## src/logic/switch_host_defines.svh

```systemverilog
// Constants for the high-side switch host controller: register map, fields, timing.
// Assumes a 250 MHz system clock and a 32-bit AXI4-Lite register bus.
//
// Overview of operation
// - Host keeps enable low until supply is reliably above undervoltage.
// - Host waits 40 us (switch on) or 70 us (off) after diag enable rises, unless the rise lands mid-conversion.
// - Host allows 180 us for current sense to settle after enable rises, unless the rise lands mid-conversion.
// - Host allows 20 us for sense to go inactive after diag enable falls.
// - Host allows 20 us for current sense to settle after a load step, unless the step lands mid-conversion.
// - Host waits 60 us after changing sense select before sampling, unless the change lands mid-conversion.
`ifndef SWITCH_HOST_DEFINES_SVH
`define SWITCH_HOST_DEFINES_SVH

// Register byte offsets
`define REG_CTRL 12'h000
`define REG_STATUS 12'h004
`define REG_SAMPLE 12'h008
`define ADDR_W 12

// Control register fields
`define CTRL_ENABLE 0
`define CTRL_DIAG 1
`define CTRL_HOLD 2
`define CTRL_SEL_LO 3
`define CTRL_SEL_HI 4
`define CTRL_SUPPLY_OK 5
`define CTRL_LOAD_STEP 6
`define CTRL_SAMPLE 7
`define CTRL_W 6
`define CTRL_RESET 6'h00

// Status register fields
`define STAT_FAULT 0
`define STAT_VALID 1
`define STAT_EN_PIN 2
`define STAT_DIAG_PIN 3
`define STAT_SEL_LO 4
`define STAT_SEL_HI 5
`define STAT_FAULT_SEEN 6
`define STAT_QUIET 7
`define STAT_BUSY 8

// Sense select codes, bit 0 is the first select pin
`define SEL_CURRENT 2'h0
`define SEL_TEMPERATURE 2'h1
`define SEL_VOLTAGE 2'h3

// AXI responses
`define RESP_OKAY 2'h0
`define RESP_SLVERR 2'h2

// Sample width from the external converter
`define SAMPLE_W 12
`define CNT_W 16

// Timing, figures in ns
`define CLK_PERIOD_NS 4
`define T_DIAG_ON_SW_ON_NS 40000
`define T_DIAG_ON_SW_OFF_NS 70000
`define T_EN_ON_NS 180000
`define T_DIAG_OFF_NS 20000
`define T_LOAD_STEP_NS 20000
`define T_SELECT_NS 60000

`endif

```

## src/logic/switch_host_pkg.sv

```systemverilog
// Types for the high-side switch host controller.
// Assumes the defines header is compiled alongside.
package switch_host_pkg;
    // Sense path sequencing states
    typedef enum logic [3:0] {
        S_IDLE = 4'h1,
        S_SETTLE = 4'h2,
        S_READY = 4'h4,
        S_CONVERT = 4'h8
    } sense_state_t;
endpackage

```

## src/logic/settle_timer.sv

```systemverilog
// Down-counting settle timer that keeps the longest pending wait.
// Assumes load pulses are one cycle wide.
`include "switch_host_defines.svh"
module settle_timer (
    // Clock and reset
    input wire logic clk,
    input wire logic rst_n,
    // Load request
    input wire logic load,
    input wire logic [`CNT_W-1:0] count,
    // Expiry level
    output logic done
);
    logic [`CNT_W-1:0] cnt;

    // Load keeps the longer of pending and new wait
    always_ff @(posedge clk or negedge rst_n) begin
        if (!rst_n) begin
            cnt <= '0;
        end else if (load && count > cnt) begin
            cnt <= count;
        end else if (cnt != '0) begin
            cnt <= cnt - `CNT_W'(1);
        end
    end

    assign done = (cnt == '0);
endmodule

```

## src/logic/switch_host.sv

```systemverilog
// Host controller for a single-channel smart high-side switch.
// Assumes pins are synchronous to CLK and an external converter digitises sense.
//
// Register access over AXI4-Lite and the register offsets are this design's own decisions.
`include "switch_host_defines.svh"
module switch_host #(
    parameter int unsigned DIAG_ON_SW_ON_CYC =
        (`T_DIAG_ON_SW_ON_NS + `CLK_PERIOD_NS - 1) / `CLK_PERIOD_NS,
    parameter int unsigned DIAG_ON_SW_OFF_CYC =
        (`T_DIAG_ON_SW_OFF_NS + `CLK_PERIOD_NS - 1) / `CLK_PERIOD_NS,
    parameter int unsigned EN_ON_CYC = (`T_EN_ON_NS + `CLK_PERIOD_NS - 1) / `CLK_PERIOD_NS,
    parameter int unsigned DIAG_OFF_CYC =
        (`T_DIAG_OFF_NS + `CLK_PERIOD_NS - 1) / `CLK_PERIOD_NS,
    parameter int unsigned LOAD_STEP_CYC =
        (`T_LOAD_STEP_NS + `CLK_PERIOD_NS - 1) / `CLK_PERIOD_NS,
    parameter int unsigned SELECT_CYC = (`T_SELECT_NS + `CLK_PERIOD_NS - 1) / `CLK_PERIOD_NS
) (
    // Clock and reset
    input wire logic CLK,
    input wire logic RST_N,
    // AXI4-Lite write address and data
    input wire logic AWVALID,
    output logic AWREADY,
    input wire logic [`ADDR_W-1:0] AWADDR,
    input wire logic [2:0] AWPROT,
    input wire logic WVALID,
    output logic WREADY,
    input wire logic [31:0] WDATA,
    input wire logic [3:0] WSTRB,
    // AXI4-Lite write response
    output logic BVALID,
    input wire logic BREADY,
    output logic [1:0] BRESP,
    // AXI4-Lite read
    input wire logic ARVALID,
    output logic ARREADY,
    input wire logic [`ADDR_W-1:0] ARADDR,
    input wire logic [2:0] ARPROT,
    output logic RVALID,
    input wire logic RREADY,
    output logic [31:0] RDATA,
    output logic [1:0] RRESP,
    // Switch control pins
    output logic ENABLE,
    output logic DIAGNOSTIC_ENABLE,
    output logic HOLD,
    output logic SENSE_SELECT_FIRST,
    output logic SENSE_SELECT_SECOND,
    // Switch status pin, open-drain, low on fault
    input wire logic FAULT_STATUS_OUTPUT_N,
    // External converter on the analog sense output
    output logic SAMPLE_REQ,
    input wire logic SAMPLE_DONE,
    input wire logic [`SAMPLE_W-1:0] SAMPLE_DATA
);
    switch_host_pkg::sense_state_t state;
    logic [`CTRL_W-1:0] ctrl;
    logic aw_got, w_got, write_now;
    logic [`ADDR_W-1:0] aw_addr;
    logic [31:0] w_data;
    logic [3:0] w_strb;
    logic load_step_req, sample_cmd;
    logic fault_seen;
    logic [`SAMPLE_W-1:0] sample;
    logic next_enable, next_diag;
    logic [1:0] next_sel;
    logic tmr_load, tmr_done;
    logic [`CNT_W-1:0] tmr_count;
    logic fault_now;
    logic [31:0] rd_mux;
    logic rd_ok;

    assign fault_now = ~FAULT_STATUS_OUTPUT_N;
    assign write_now = aw_got && w_got && !BVALID;

    // Write address channel
    always_ff @(posedge CLK or negedge RST_N) begin
        if (!RST_N) begin
            AWREADY <= 1'b0;
            aw_got <= 1'b0;
            aw_addr <= '0;
        end else if (AWVALID && AWREADY) begin
            AWREADY <= 1'b0;
            aw_got <= 1'b1;
            aw_addr <= AWADDR;
        end else if (write_now) begin
            aw_got <= 1'b0;
        end else if (!aw_got && !BVALID) begin
            AWREADY <= 1'b1;
        end
    end

    // Write data channel
    always_ff @(posedge CLK or negedge RST_N) begin
        if (!RST_N) begin
            WREADY <= 1'b0;
            w_got <= 1'b0;
            w_data <= '0;
            w_strb <= '0;
        end else if (WVALID && WREADY) begin
            WREADY <= 1'b0;
            w_got <= 1'b1;
            w_data <= WDATA;
            w_strb <= WSTRB;
        end else if (write_now) begin
            w_got <= 1'b0;
        end else if (!w_got && !BVALID) begin
            WREADY <= 1'b1;
        end
    end

    // Write response once both halves are in
    always_ff @(posedge CLK or negedge RST_N) begin
        if (!RST_N) begin
            BVALID <= 1'b0;
            BRESP <= `RESP_OKAY;
        end else if (write_now) begin
            BVALID <= 1'b1;
            BRESP <= (aw_addr == `REG_CTRL || aw_addr == `REG_STATUS) ? `RESP_OKAY
                                                                      : `RESP_SLVERR;
        end else if (BREADY) begin
            BVALID <= 1'b0;
        end
    end

    // Control register and one-shot command bits
    always_ff @(posedge CLK or negedge RST_N) begin
        if (!RST_N) begin
            ctrl <= `CTRL_RESET;
            load_step_req <= 1'b0;
            sample_cmd <= 1'b0;
        end else begin
            load_step_req <= 1'b0;
            sample_cmd <= 1'b0;
            if (write_now && aw_addr == `REG_CTRL && w_strb[0]) begin
                ctrl <= w_data[`CTRL_W-1:0];
                load_step_req <= w_data[`CTRL_LOAD_STEP];
                sample_cmd <= w_data[`CTRL_SAMPLE];
            end
        end
    end

    // Sticky fault flag, cleared by writing one; a new fault wins
    always_ff @(posedge CLK or negedge RST_N) begin
        if (!RST_N) begin
            fault_seen <= 1'b0;
        end else if (fault_now) begin
            fault_seen <= 1'b1;
        end else if (write_now && aw_addr == `REG_STATUS && w_strb[0]
                     && w_data[`STAT_FAULT_SEEN]) begin
            fault_seen <= 1'b0;
        end
    end

    // Pin targets from control
    always_comb begin
        next_enable = ctrl[`CTRL_ENABLE] && ctrl[`CTRL_SUPPLY_OK];
        next_diag = ctrl[`CTRL_DIAG];
        next_sel = ctrl[`CTRL_SEL_HI:`CTRL_SEL_LO];
    end

    // Drive switch pins
    always_ff @(posedge CLK or negedge RST_N) begin
        if (!RST_N) begin
            ENABLE <= 1'b0;
            DIAGNOSTIC_ENABLE <= 1'b0;
            HOLD <= 1'b0;
            SENSE_SELECT_FIRST <= 1'b0;
            SENSE_SELECT_SECOND <= 1'b0;
        end else begin
            ENABLE <= next_enable;
            DIAGNOSTIC_ENABLE <= next_diag;
            // hold pin keeps device latched off
            HOLD <= ctrl[`CTRL_HOLD];
            SENSE_SELECT_FIRST <= next_sel[0];
            SENSE_SELECT_SECOND <= next_sel[1];
        end
    end
    // Settle wait for pin edges; longest event of the cycle wins
    always_comb begin
        tmr_count = '0;
        // diag rise wait by switch state
        if (next_diag && !DIAGNOSTIC_ENABLE) begin
            tmr_count = next_enable ? `CNT_W'(DIAG_ON_SW_ON_CYC) : `CNT_W'(DIAG_ON_SW_OFF_CYC);
        end
        if (next_enable && !ENABLE && `CNT_W'(EN_ON_CYC) > tmr_count) begin
            tmr_count = `CNT_W'(EN_ON_CYC);
        end
        if (next_sel != {SENSE_SELECT_SECOND, SENSE_SELECT_FIRST}
            && `CNT_W'(SELECT_CYC) > tmr_count) begin
            tmr_count = `CNT_W'(SELECT_CYC);
        end
        if (!next_diag && DIAGNOSTIC_ENABLE && `CNT_W'(DIAG_OFF_CYC) > tmr_count) begin
            tmr_count = `CNT_W'(DIAG_OFF_CYC);
        end
        if (load_step_req && `CNT_W'(LOAD_STEP_CYC) > tmr_count) begin
            tmr_count = `CNT_W'(LOAD_STEP_CYC);
        end
        tmr_load = (tmr_count != '0);
    end
    settle_timer u_timer (
        .clk(CLK),
        .rst_n(RST_N),
        .load(tmr_load),
        .count(tmr_count),
        .done(tmr_done)
    );

    // Sense sequencing: settle, ready, convert
    always_ff @(posedge CLK or negedge RST_N) begin
        if (!RST_N) begin
            state <= switch_host_pkg::S_IDLE;
            SAMPLE_REQ <= 1'b0;
            sample <= '0;
        end else begin
            SAMPLE_REQ <= 1'b0;
            case (state)
                switch_host_pkg::S_IDLE: begin
                    if (DIAGNOSTIC_ENABLE) begin
                        state <= switch_host_pkg::S_SETTLE;
                    end
                end
                switch_host_pkg::S_SETTLE: begin
                    if (!DIAGNOSTIC_ENABLE) begin
                        state <= switch_host_pkg::S_IDLE;
                    end else if (tmr_done && !tmr_load) begin
                        state <= switch_host_pkg::S_READY;
                    end
                end
                switch_host_pkg::S_READY: begin
                    if (!DIAGNOSTIC_ENABLE) begin
                        state <= switch_host_pkg::S_IDLE;
                    end else if (tmr_load) begin
                        state <= switch_host_pkg::S_SETTLE;
                    end else if (sample_cmd) begin
                        SAMPLE_REQ <= 1'b1;
                        state <= switch_host_pkg::S_CONVERT;
                    end
                end
                switch_host_pkg::S_CONVERT: begin
                    if (SAMPLE_DONE) begin
                        sample <= SAMPLE_DATA;
                        state <= (tmr_load || !DIAGNOSTIC_ENABLE) ? switch_host_pkg::S_SETTLE
                                                                  : switch_host_pkg::S_READY;
                    end
                end
                default: begin
                    state <= switch_host_pkg::S_IDLE;
                end
            endcase
        end
    end

    // Read data selection
    always_comb begin
        rd_mux = '0;
        rd_ok = 1'b1;
        case (ARADDR)
            `REG_CTRL: begin
                rd_mux[`CTRL_W-1:0] = ctrl;
            end
            `REG_STATUS: begin
                rd_mux[`STAT_FAULT] = fault_now;
                rd_mux[`STAT_VALID] = (state == switch_host_pkg::S_READY);
                rd_mux[`STAT_EN_PIN] = ENABLE;
                rd_mux[`STAT_DIAG_PIN] = DIAGNOSTIC_ENABLE;
                rd_mux[`STAT_SEL_LO] = SENSE_SELECT_FIRST;
                rd_mux[`STAT_SEL_HI] = SENSE_SELECT_SECOND;
                rd_mux[`STAT_FAULT_SEEN] = fault_seen;
                rd_mux[`STAT_QUIET] = !DIAGNOSTIC_ENABLE && tmr_done;
                rd_mux[`STAT_BUSY] = (state == switch_host_pkg::S_CONVERT);
            end
            `REG_SAMPLE: begin
                rd_mux[`SAMPLE_W-1:0] = sample;
            end
            default: begin
                rd_ok = 1'b0;
            end
        endcase
    end

    // Read channel
    always_ff @(posedge CLK or negedge RST_N) begin
        if (!RST_N) begin
            ARREADY <= 1'b0;
            RVALID <= 1'b0;
            RDATA <= '0;
            RRESP <= `RESP_OKAY;
        end else if (ARVALID && ARREADY) begin
            ARREADY <= 1'b0;
            RVALID <= 1'b1;
            RDATA <= rd_mux;
            RRESP <= rd_ok ? `RESP_OKAY : `RESP_SLVERR;
        end else if (RVALID && RREADY) begin
            RVALID <= 1'b0;
        end else if (!RVALID) begin
            ARREADY <= 1'b1;
        end
    end
endmodule

```

## config.mk

```make
export PLATFORM = sky130hd
export DESIGN_NAME = switch_host
export DESIGN_NICKNAME = d
export VERILOG_FILES = /design/src/logic/switch_host_pkg.sv /design/src/logic/settle_timer.sv /design/src/logic/switch_host.sv
export VERILOG_INCLUDE_DIRS = /design/src /design/src/logic
export SDC_FILE = /design/constraint.sdc
export NUM_CORES = 1
export LEC_CHECK = 0
export BUFFER_PORTS_ARGS = -buffer_cell sky130_fd_sc_hd__buf_2
export CAP_MARGIN = 30
export CORE_UTILIZATION = 49
export CTS_BUF_LIST = sky130_fd_sc_hd__clkbuf_4 sky130_fd_sc_hd__clkbuf_8
export DETAILED_ROUTE_END_ITERATION = 6
export GPL_TIMING_DRIVEN = 0
export PLACE_DENSITY = 0.76
export SETUP_SLACK_MARGIN = 0.3
export SLEW_MARGIN = 20
export SYNTH_ARGS = -nofsm -noshare
export SYNTH_HDL_FRONTEND = slang
export SYNTH_SLANG_ARGS = --single-unit
```

## constraint.sdc

```tcl
create_clock -name CLK -period 5.9 [get_ports CLK]
set_input_delay 0.295 -clock CLK [delete_from_list [all_inputs] [get_ports CLK]]
set_output_delay 0.295 -clock CLK [all_outputs]
set_load 0.05 [all_outputs]
```

==> run metrics, run 1 <==
core region area=~9000 um2; leak pwr=~2.7 nW; sequential area share after synthesis=between 40% and 50%; port bufs=about 80; post-synthesis cell area=4600 um2; first-pass GRT wire length=approximately 16000 um; root buffer cell=clkbuf_8; CP startpoint kind=flip-flop; Longest Clk Path Bufs=2; wire per inst=roughly 15 um; Area Growth Syn to Fin=18.6%; most frequent cell after synthesis=dfrtp_1; WL final=approximately 9800 um; Main synth FF type=dfrtp_1; final instance area=between 5000 and 6000 um2; post-synthesis simple-gate area fraction=14.3%; dpl cell area=~5200 um2; Gate Count Post-Synth=roughly 430; clock latency at the later pin of the worst-skew pair=360 ps; GP Congestion=roughly 0.88; Via density=roughly 5.3; DR vias=roughly 3500; share of cells above drive strength 1=about 32%; Worst EP arrival=about 3400 ps; die width=approximately 100 um; share of the synthesized area in the top cell type=47.9%; worst min path class=primary input to flip-flop; Post-CTS Setup Inserts=0; H-Tree Level Count=3; post-synth top area cell=dfrtp_1; max-cap violation count=0; CTS tree=done; ranking of synthesized cells by area=dfrtp_1, mux2_2, ha_1; # nets final=643; cell mode on critical path=nor2_1; period utilisation layout=about 53%; power density over cell area=approximately 350 nW/um2; vias in the first global route=approximately 3400; status=finished, final reports clean; worst slew pin tran=~780 ps; setup TNS=0 ps; Post-synth EDFFs=0; Reg clk slew, reported paths=around 90 ps; minimum clock period=roughly 3100 ps; total gr overflow=0; gr usage total=21.4%; RSZ-0062 raised after global routing=false; asr flop ratio synth=100%; flops & latches, synth=89; I/O Pins=approximately 130; worst-path maximum fanout=10; final slew viol count=0; largest net degree at the start of global routing=52; Yosys warnings=0; CP Capture Type=flip-flop; most frequent cells after synthesis=dfrtp_1, mux2_2, nand2_1; antenna cells=0; final setup violating endpoints=0; Worst slew margin=between 40% and 50%; cts bufs inserted=9; Post-DP HPWL=around 7000 um; Final Skew=10.5 ps; Setup Crit Path Kind=flip-flop to flip-flop; Avg Inst Size Synth=about 11 um2; antenna violations before repair=0; row count=34; fmax=between 0.3 and 0.4 GHz; Synth Area in Adders=slightly above 4%; complex-gate fraction of the synthesized area=9.60%; largest family of logic cells by synthesized area=simple AND/OR/NAND/NOR gates; xor and xnor area share after synthesis=about 3.0%; post-synthesis mux area share=about an eighth; Initial Util=about half; slowest stage cell, crit path=dfrtp_1; Req. time, crit path=just over 6000 ps; Max VDD drop=0.277 mV; Routed Antenna Nets=0; Die Footprint=~9800 um2; iteration count of the initial detailed-routing pass=4; Worst path max stage delay=~430 ps; 1st-iter DRT viols=260; CTS Sinks=89; endpoints failing hold=0; Cell variety after synth=between 50 and 60; number of remaining DRC errors=0; worst-path cell chain=xnor2_1 > nand2_1 > nor2_1 > nor2_1 > or3_1 > ha_1 > a211o_1 > o211ai_1 > nand4b_1 > o211a_1 > buf_6 > buf_12 > mux2_4; die height=slightly below 100 um
==> worst max-delay path: cells and delay by family (launching register included) <==
| kind | cells | cell delay [ps] |
|---|---|---|
| compound gates | 3 | 620 |
| buf+inv | 2 | 300 |
| xor+xnor | 1 | 240 |
| simple gates | 5 | 840 |
| flops | 1 | 430 |
| mux | 1 | 290 |
| fa+ha+maj | 1 | 300 |
==> cells in the final DEF (no fill, tap or decap), types with 7 or more instances in the layout <==
master	count
nor2_1	33
mux2_2	45
a21oi_1	10
clkbuf_1	9
o21ai_0	18
dfrtp_1	88
nand2_1	34
ha_1	15
a22oi_1	8
clkbuf_8	9
nand3_1	7
buf_2	77
inv_1	26
conb_1	22
xnor2_1	15
mux2i_1	7
nand4_1	9
buf_4	23
==> cells by family (layout without fill, tap and decap cells) <==
| family | count (synthesis) | after routing |
|---|---|---|
| muxes | 53 | 53 |
| adders and majority gates | 15 | 15 |
| xor gates and xnor gates | 16 | 16 |
| and+or+nand+nor | 128 | 128 |
| other | 1 | 22 |
| buffers and inverters | 62 | 158 |
| AOI/OAI and AO/OA | 65 | 65 |
| DFF | 89 | 89 |
==> final timing paths <==
check | endpoint | slack [ps] | cells after the start | start
max | u_timer.cnt[13]$_DFFE_PN0P_ | 2760 | 13 | ctrl[4]$_DFFE_PN0P_
min | RVALID$_DFFE_PN0P_ | 110 | 2 | RREADY
max reg2reg | u_timer.cnt[13]$_DFFE_PN0P_ | 2760 | 13 | ctrl[4]$_DFFE_PN0P_
min reg2reg | HOLD$_DFF_PN0_ | 420 | 0 | ctrl[2]$_DFFE_PN0P_
max in group asynchronous | state[0]$_DFFE_PN1P_ | 4780 | 3 | RST_N
min in group asynchronous | w_data[3]$_DFFE_PN0P_ | 430 | 2 | RST_N
==> metrics by stage <==
| step | cells | hold slack (ps) | setup slack (ps) | utilization, % | power, mW |
|---|---|---|---|---|---|
| 3_3_place_gp | 636 | 388 | 2830 | 58.5 | 1.46 |
| 6_report | 654 | 111 | 2760 | 61.4 | 1.92 |
| 2_1_floorplan | 450 | -0.591 | 2770 | - | 1.33 |
| 5_1_grt | 654 | 116 | 2500 | 61.4 | 2.04 |
| 3_5_place_dp | 637 | 302 | 2790 | 58.9 | 1.49 |
| 4_1_cts | 654 | 92.4 | 2760 | 61.4 | 1.94 |
==> report_power, final <==
group	total (mW)	internal (mW)	switching, mW
combinational	0.604	0.262	0.341
sequential	0.883	0.762	0.121
clock	0.437	0.207	0.230
==> repair_timing <==
action | CTS | global route
gates resized for setup | 0 | 0
endpoints found under the setup margin | 0 | 0
hold endpoints to repair | 38 | 0
hold buffers | 1 | 0
==> sequential cells by signal, indices dropped and copies added, names as in the netlist, 4 cells and up <==
signal       flops
u_timer.cnt     16
aw_addr         12
RDATA           12
ctrl             6
w_data           8
sample          12
state            4
==> per-layer routing <==
metal | track usage [%] | routed length (um)
met1 | 27.4 | 4290
met2 | 36.3 | 4870
met3 | 5.32 | 496
met4 | 5.63 | 112
met5 | 0 | 0
==> cell type report <==
cell class / instances / area [um2]
multi-input combinational: 299 / 2110
tap: 108 / 135
clock inverter: 6 / 73.8
timing repair buffer: 80 / 430
sequential: 89 / 2230
clock buffer: 10 / 131
fill: 748 / 3440
inverter: 27 / 104
buffer: 35 / 245
(Power assumes the default switching activity.)
==> run 2: changes to the inputs <==
Clock period 5.9 ns to 2.9 ns, I/O delays scaled along.
==> run 2 against run 1 <==
  * The flow now finishes with violations (setup timing)
  * Non-clock buffer count up 28
  * Global-route usage up 1.0 points
  * Cell count up 4.3%
  * Clock-buffer cell count up 1
  * Clock power up 94%
  * Combinational power up 120%
  * Sequential power up 100%
  * Utilization up 4.0 points
  * Highest routed layer unchanged
==> run metrics, run 2 (synthesis results as in run 1) <==
Max VDD drop=around 0.54 mV; 1st-iter DRT viols=between 200 and 250; start point of the critical path=DIAGNOSTIC_ENABLE$_DFF_PN0_; Worst slew margin=43.7%; worst min path class=primary input to flip-flop; WL final=10700 um; number of remaining DRC errors=0; Register Area=roughly 2200 um2; worst-path maximum fanout=8; Die Footprint=a little under 10000 um2; clock latency at the later pin of the worst-skew pair=roughly 370 ps; Worst EP arrival=between 3000 and 4000 ps; core region area=about 8900 um2; status=finished with violations; H-Tree Level Count=3; minimum clock period=between 2000 and 3000 ps; Routed Antenna Nets=0; failing checks=setup timing; worst flop-to-flop path startpoint=DIAGNOSTIC_ENABLE$_DFF_PN0_; worst reg2reg setup slack=-40 ps; Initial Util=about half; period utilisation layout=101%; fmax=around 0.34 GHz; slowest stage cell, crit path=dfrtp_2; Via density=between 5 and 6; GP Congestion=approximately 0.9; Hold Slack=about 1.8 ps; R2R depth=13; # fillers=about 720; # nets final=between 600 and 700; most common cell after layout, fill and taps aside=dfrtp_1; hold path cells=2; max-cap violation count=0; Reg clk slew, reported paths=around 100 ps; CP Capture Type=flip-flop; largest net degree at the start of global routing=54; final slew viol count=0; row count=34; Worst path max stage delay=490 ps; Crit Reg-Reg Endpoint=u_timer.cnt[10]$_DFFE_PN0P_; DR vias=between 3000 and 4000; antenna violations before repair=0; antenna cells=0; Final Core Density=65.4%; I/O Pins=approximately 130; CP startpoint kind=flip-flop; Final Skew=21.7 ps; Post-DP HPWL=7180 um; Longest Clk Path Bufs=2; Area Growth Syn to Fin=26.4%; Setup Crit Path Kind=flip-flop to flip-flop; met3 usage=3.48%; power density over cell area=between 600 and 700 nW/um2; gr usage total=around 22%; CTS Sinks=89; wire per inst=approximately 16 um; port bufs=between 70 and 80; busiest grt layer=met2; leak pwr=2.88 nW; die height=roughly 99 um; Design Power=approximately 4.0 mW; footprint of the multi-input gates=between 2000 and 2500 um2; first-pass GRT wire length=between 15000 and 20000 um; final setup violating endpoints=8; Req. time, crit path=between 3000 and 4000 ps; worst slew pin tran=838 ps; share of cells above drive strength 1=36.4%; endpoints failing hold=0; total gr overflow=0; max reg flops=16; CTS tree=done; met1 global-route usage=between 20% and 30%; crit path to=u_timer.cnt[10]$_DFFE_PN0P_; min setup slack post-route=-39.6 ps; vias in the first global route=about 3700; cts bufs inserted=9; root buffer cell=clkbuf_8; iteration count of the initial detailed-routing pass=4; RSZ-0062 raised after global routing=true; Global Route met2 Usage=a little under two fifths; worst-path cell chain=nor2_1 > o21ai_0 > a21oi_1 > o21ai_0 > ha_1 > nand4_1 > a21o_1 > a31oi_1 > o211a_1 > buf_6 > buf_12 > buf_12 > mux2i_1; most frequent cells in the layout=dfrtp_1, buf_2, mux2_2; Biggest register=u_timer.cnt; die width=between 90 and 100 um
## run 2: changes by cell type in the layout (fill, tap and decap cells not counted), sizes merged
cell,change
buf,+14
bufinv,-1
clkbuf,+1
dlygate4sd3,+14
clkinv,+1
clkinvlp,-1
## run 2: layer usage
| metal | vias up | part of all wire [%] |
|---|---|---|
| met3 | 20 | 4.9 |
| met4 | 0 | 2.1 |
| li1 | 1742 | - |
| met2 | 119 | 51 |
| met5 | - | 0 |
| met1 | 1787 | 42 |
## run 2: critical path: cells and delay by family (launching register included)
kind,cells,cell delay (ps)
buf+inv,3,370
mux,1,220
compound gates,6,1360
fa+ha+maj,1,190
flops,1,490
simple gates,2,200
## run 2: how the worst min path moves through the flow
| stage | from | slack (ps) | to |
|---|---|---|---|
| 3_3_place_gp | FAULT_STATUS_OUTPUT_N | 340 | fault_seen$_DFFE_PN0P_ |
| 4_1_cts | SAMPLE_DATA[9] | 0.4 | sample[9]$_DFFE_PN0P_ |
| 2_1_floorplan | RST_N | -150 | ARREADY$_DFFE_PN0P_ |
| 5_1_grt | AWADDR[10] | 2 | aw_addr[10]$_DFFE_PN0P_ |
| 3_5_place_dp | RST_N | 230 | w_data[4]$_DFFE_PN0P_ |
| 6_report | SAMPLE_DATA[0] | 2 | sample[0]$_DFFE_PN0P_ |
## run 2: area by class of cell
type,count,area share [%]
sequential,89,38.4
inverter,27,1.79
clock inverter,5,0.775
tap,108,2.32
multi-input combinational,299,37.9
buffer,35,4.22
timing repair buffer,108,12.0
clock buffer,11,2.60
## run 2: per-stage QoR
stage | std cells | setup WS (ps) | cell area [um2] | TNS, ps
2_1_floorplan | 450 | -6.15 | 4700 | -6.15
6_report | 682 | -39.6 | 5810 | -136
3_5_place_dp | 637 | -152 | 5260 | -487
4_1_cts | 678 | -65.4 | 5720 | -582
5_1_grt | 682 | -224 | 5810 | -2570
3_3_place_gp | 636 | -142 | 5230 | -403
## run 2: where the power goes
part	total [mW]	switching, mW	leakage, nW	internal (mW)
registers	1.80	0.248	1.13	1.55
clock network	0.848	0.475	0.104	0.374
logic	1.31	0.722	1.65	0.588
## run 2: timing repair
item,in CTS,in global routing
cloned,0,0
hold buffers,15,0
buffers inserted,10,4
endpoints found under the hold margin,65,0
resized for setup,8,15
pin swaps,10,10
endpoints found under the setup margin,16,16
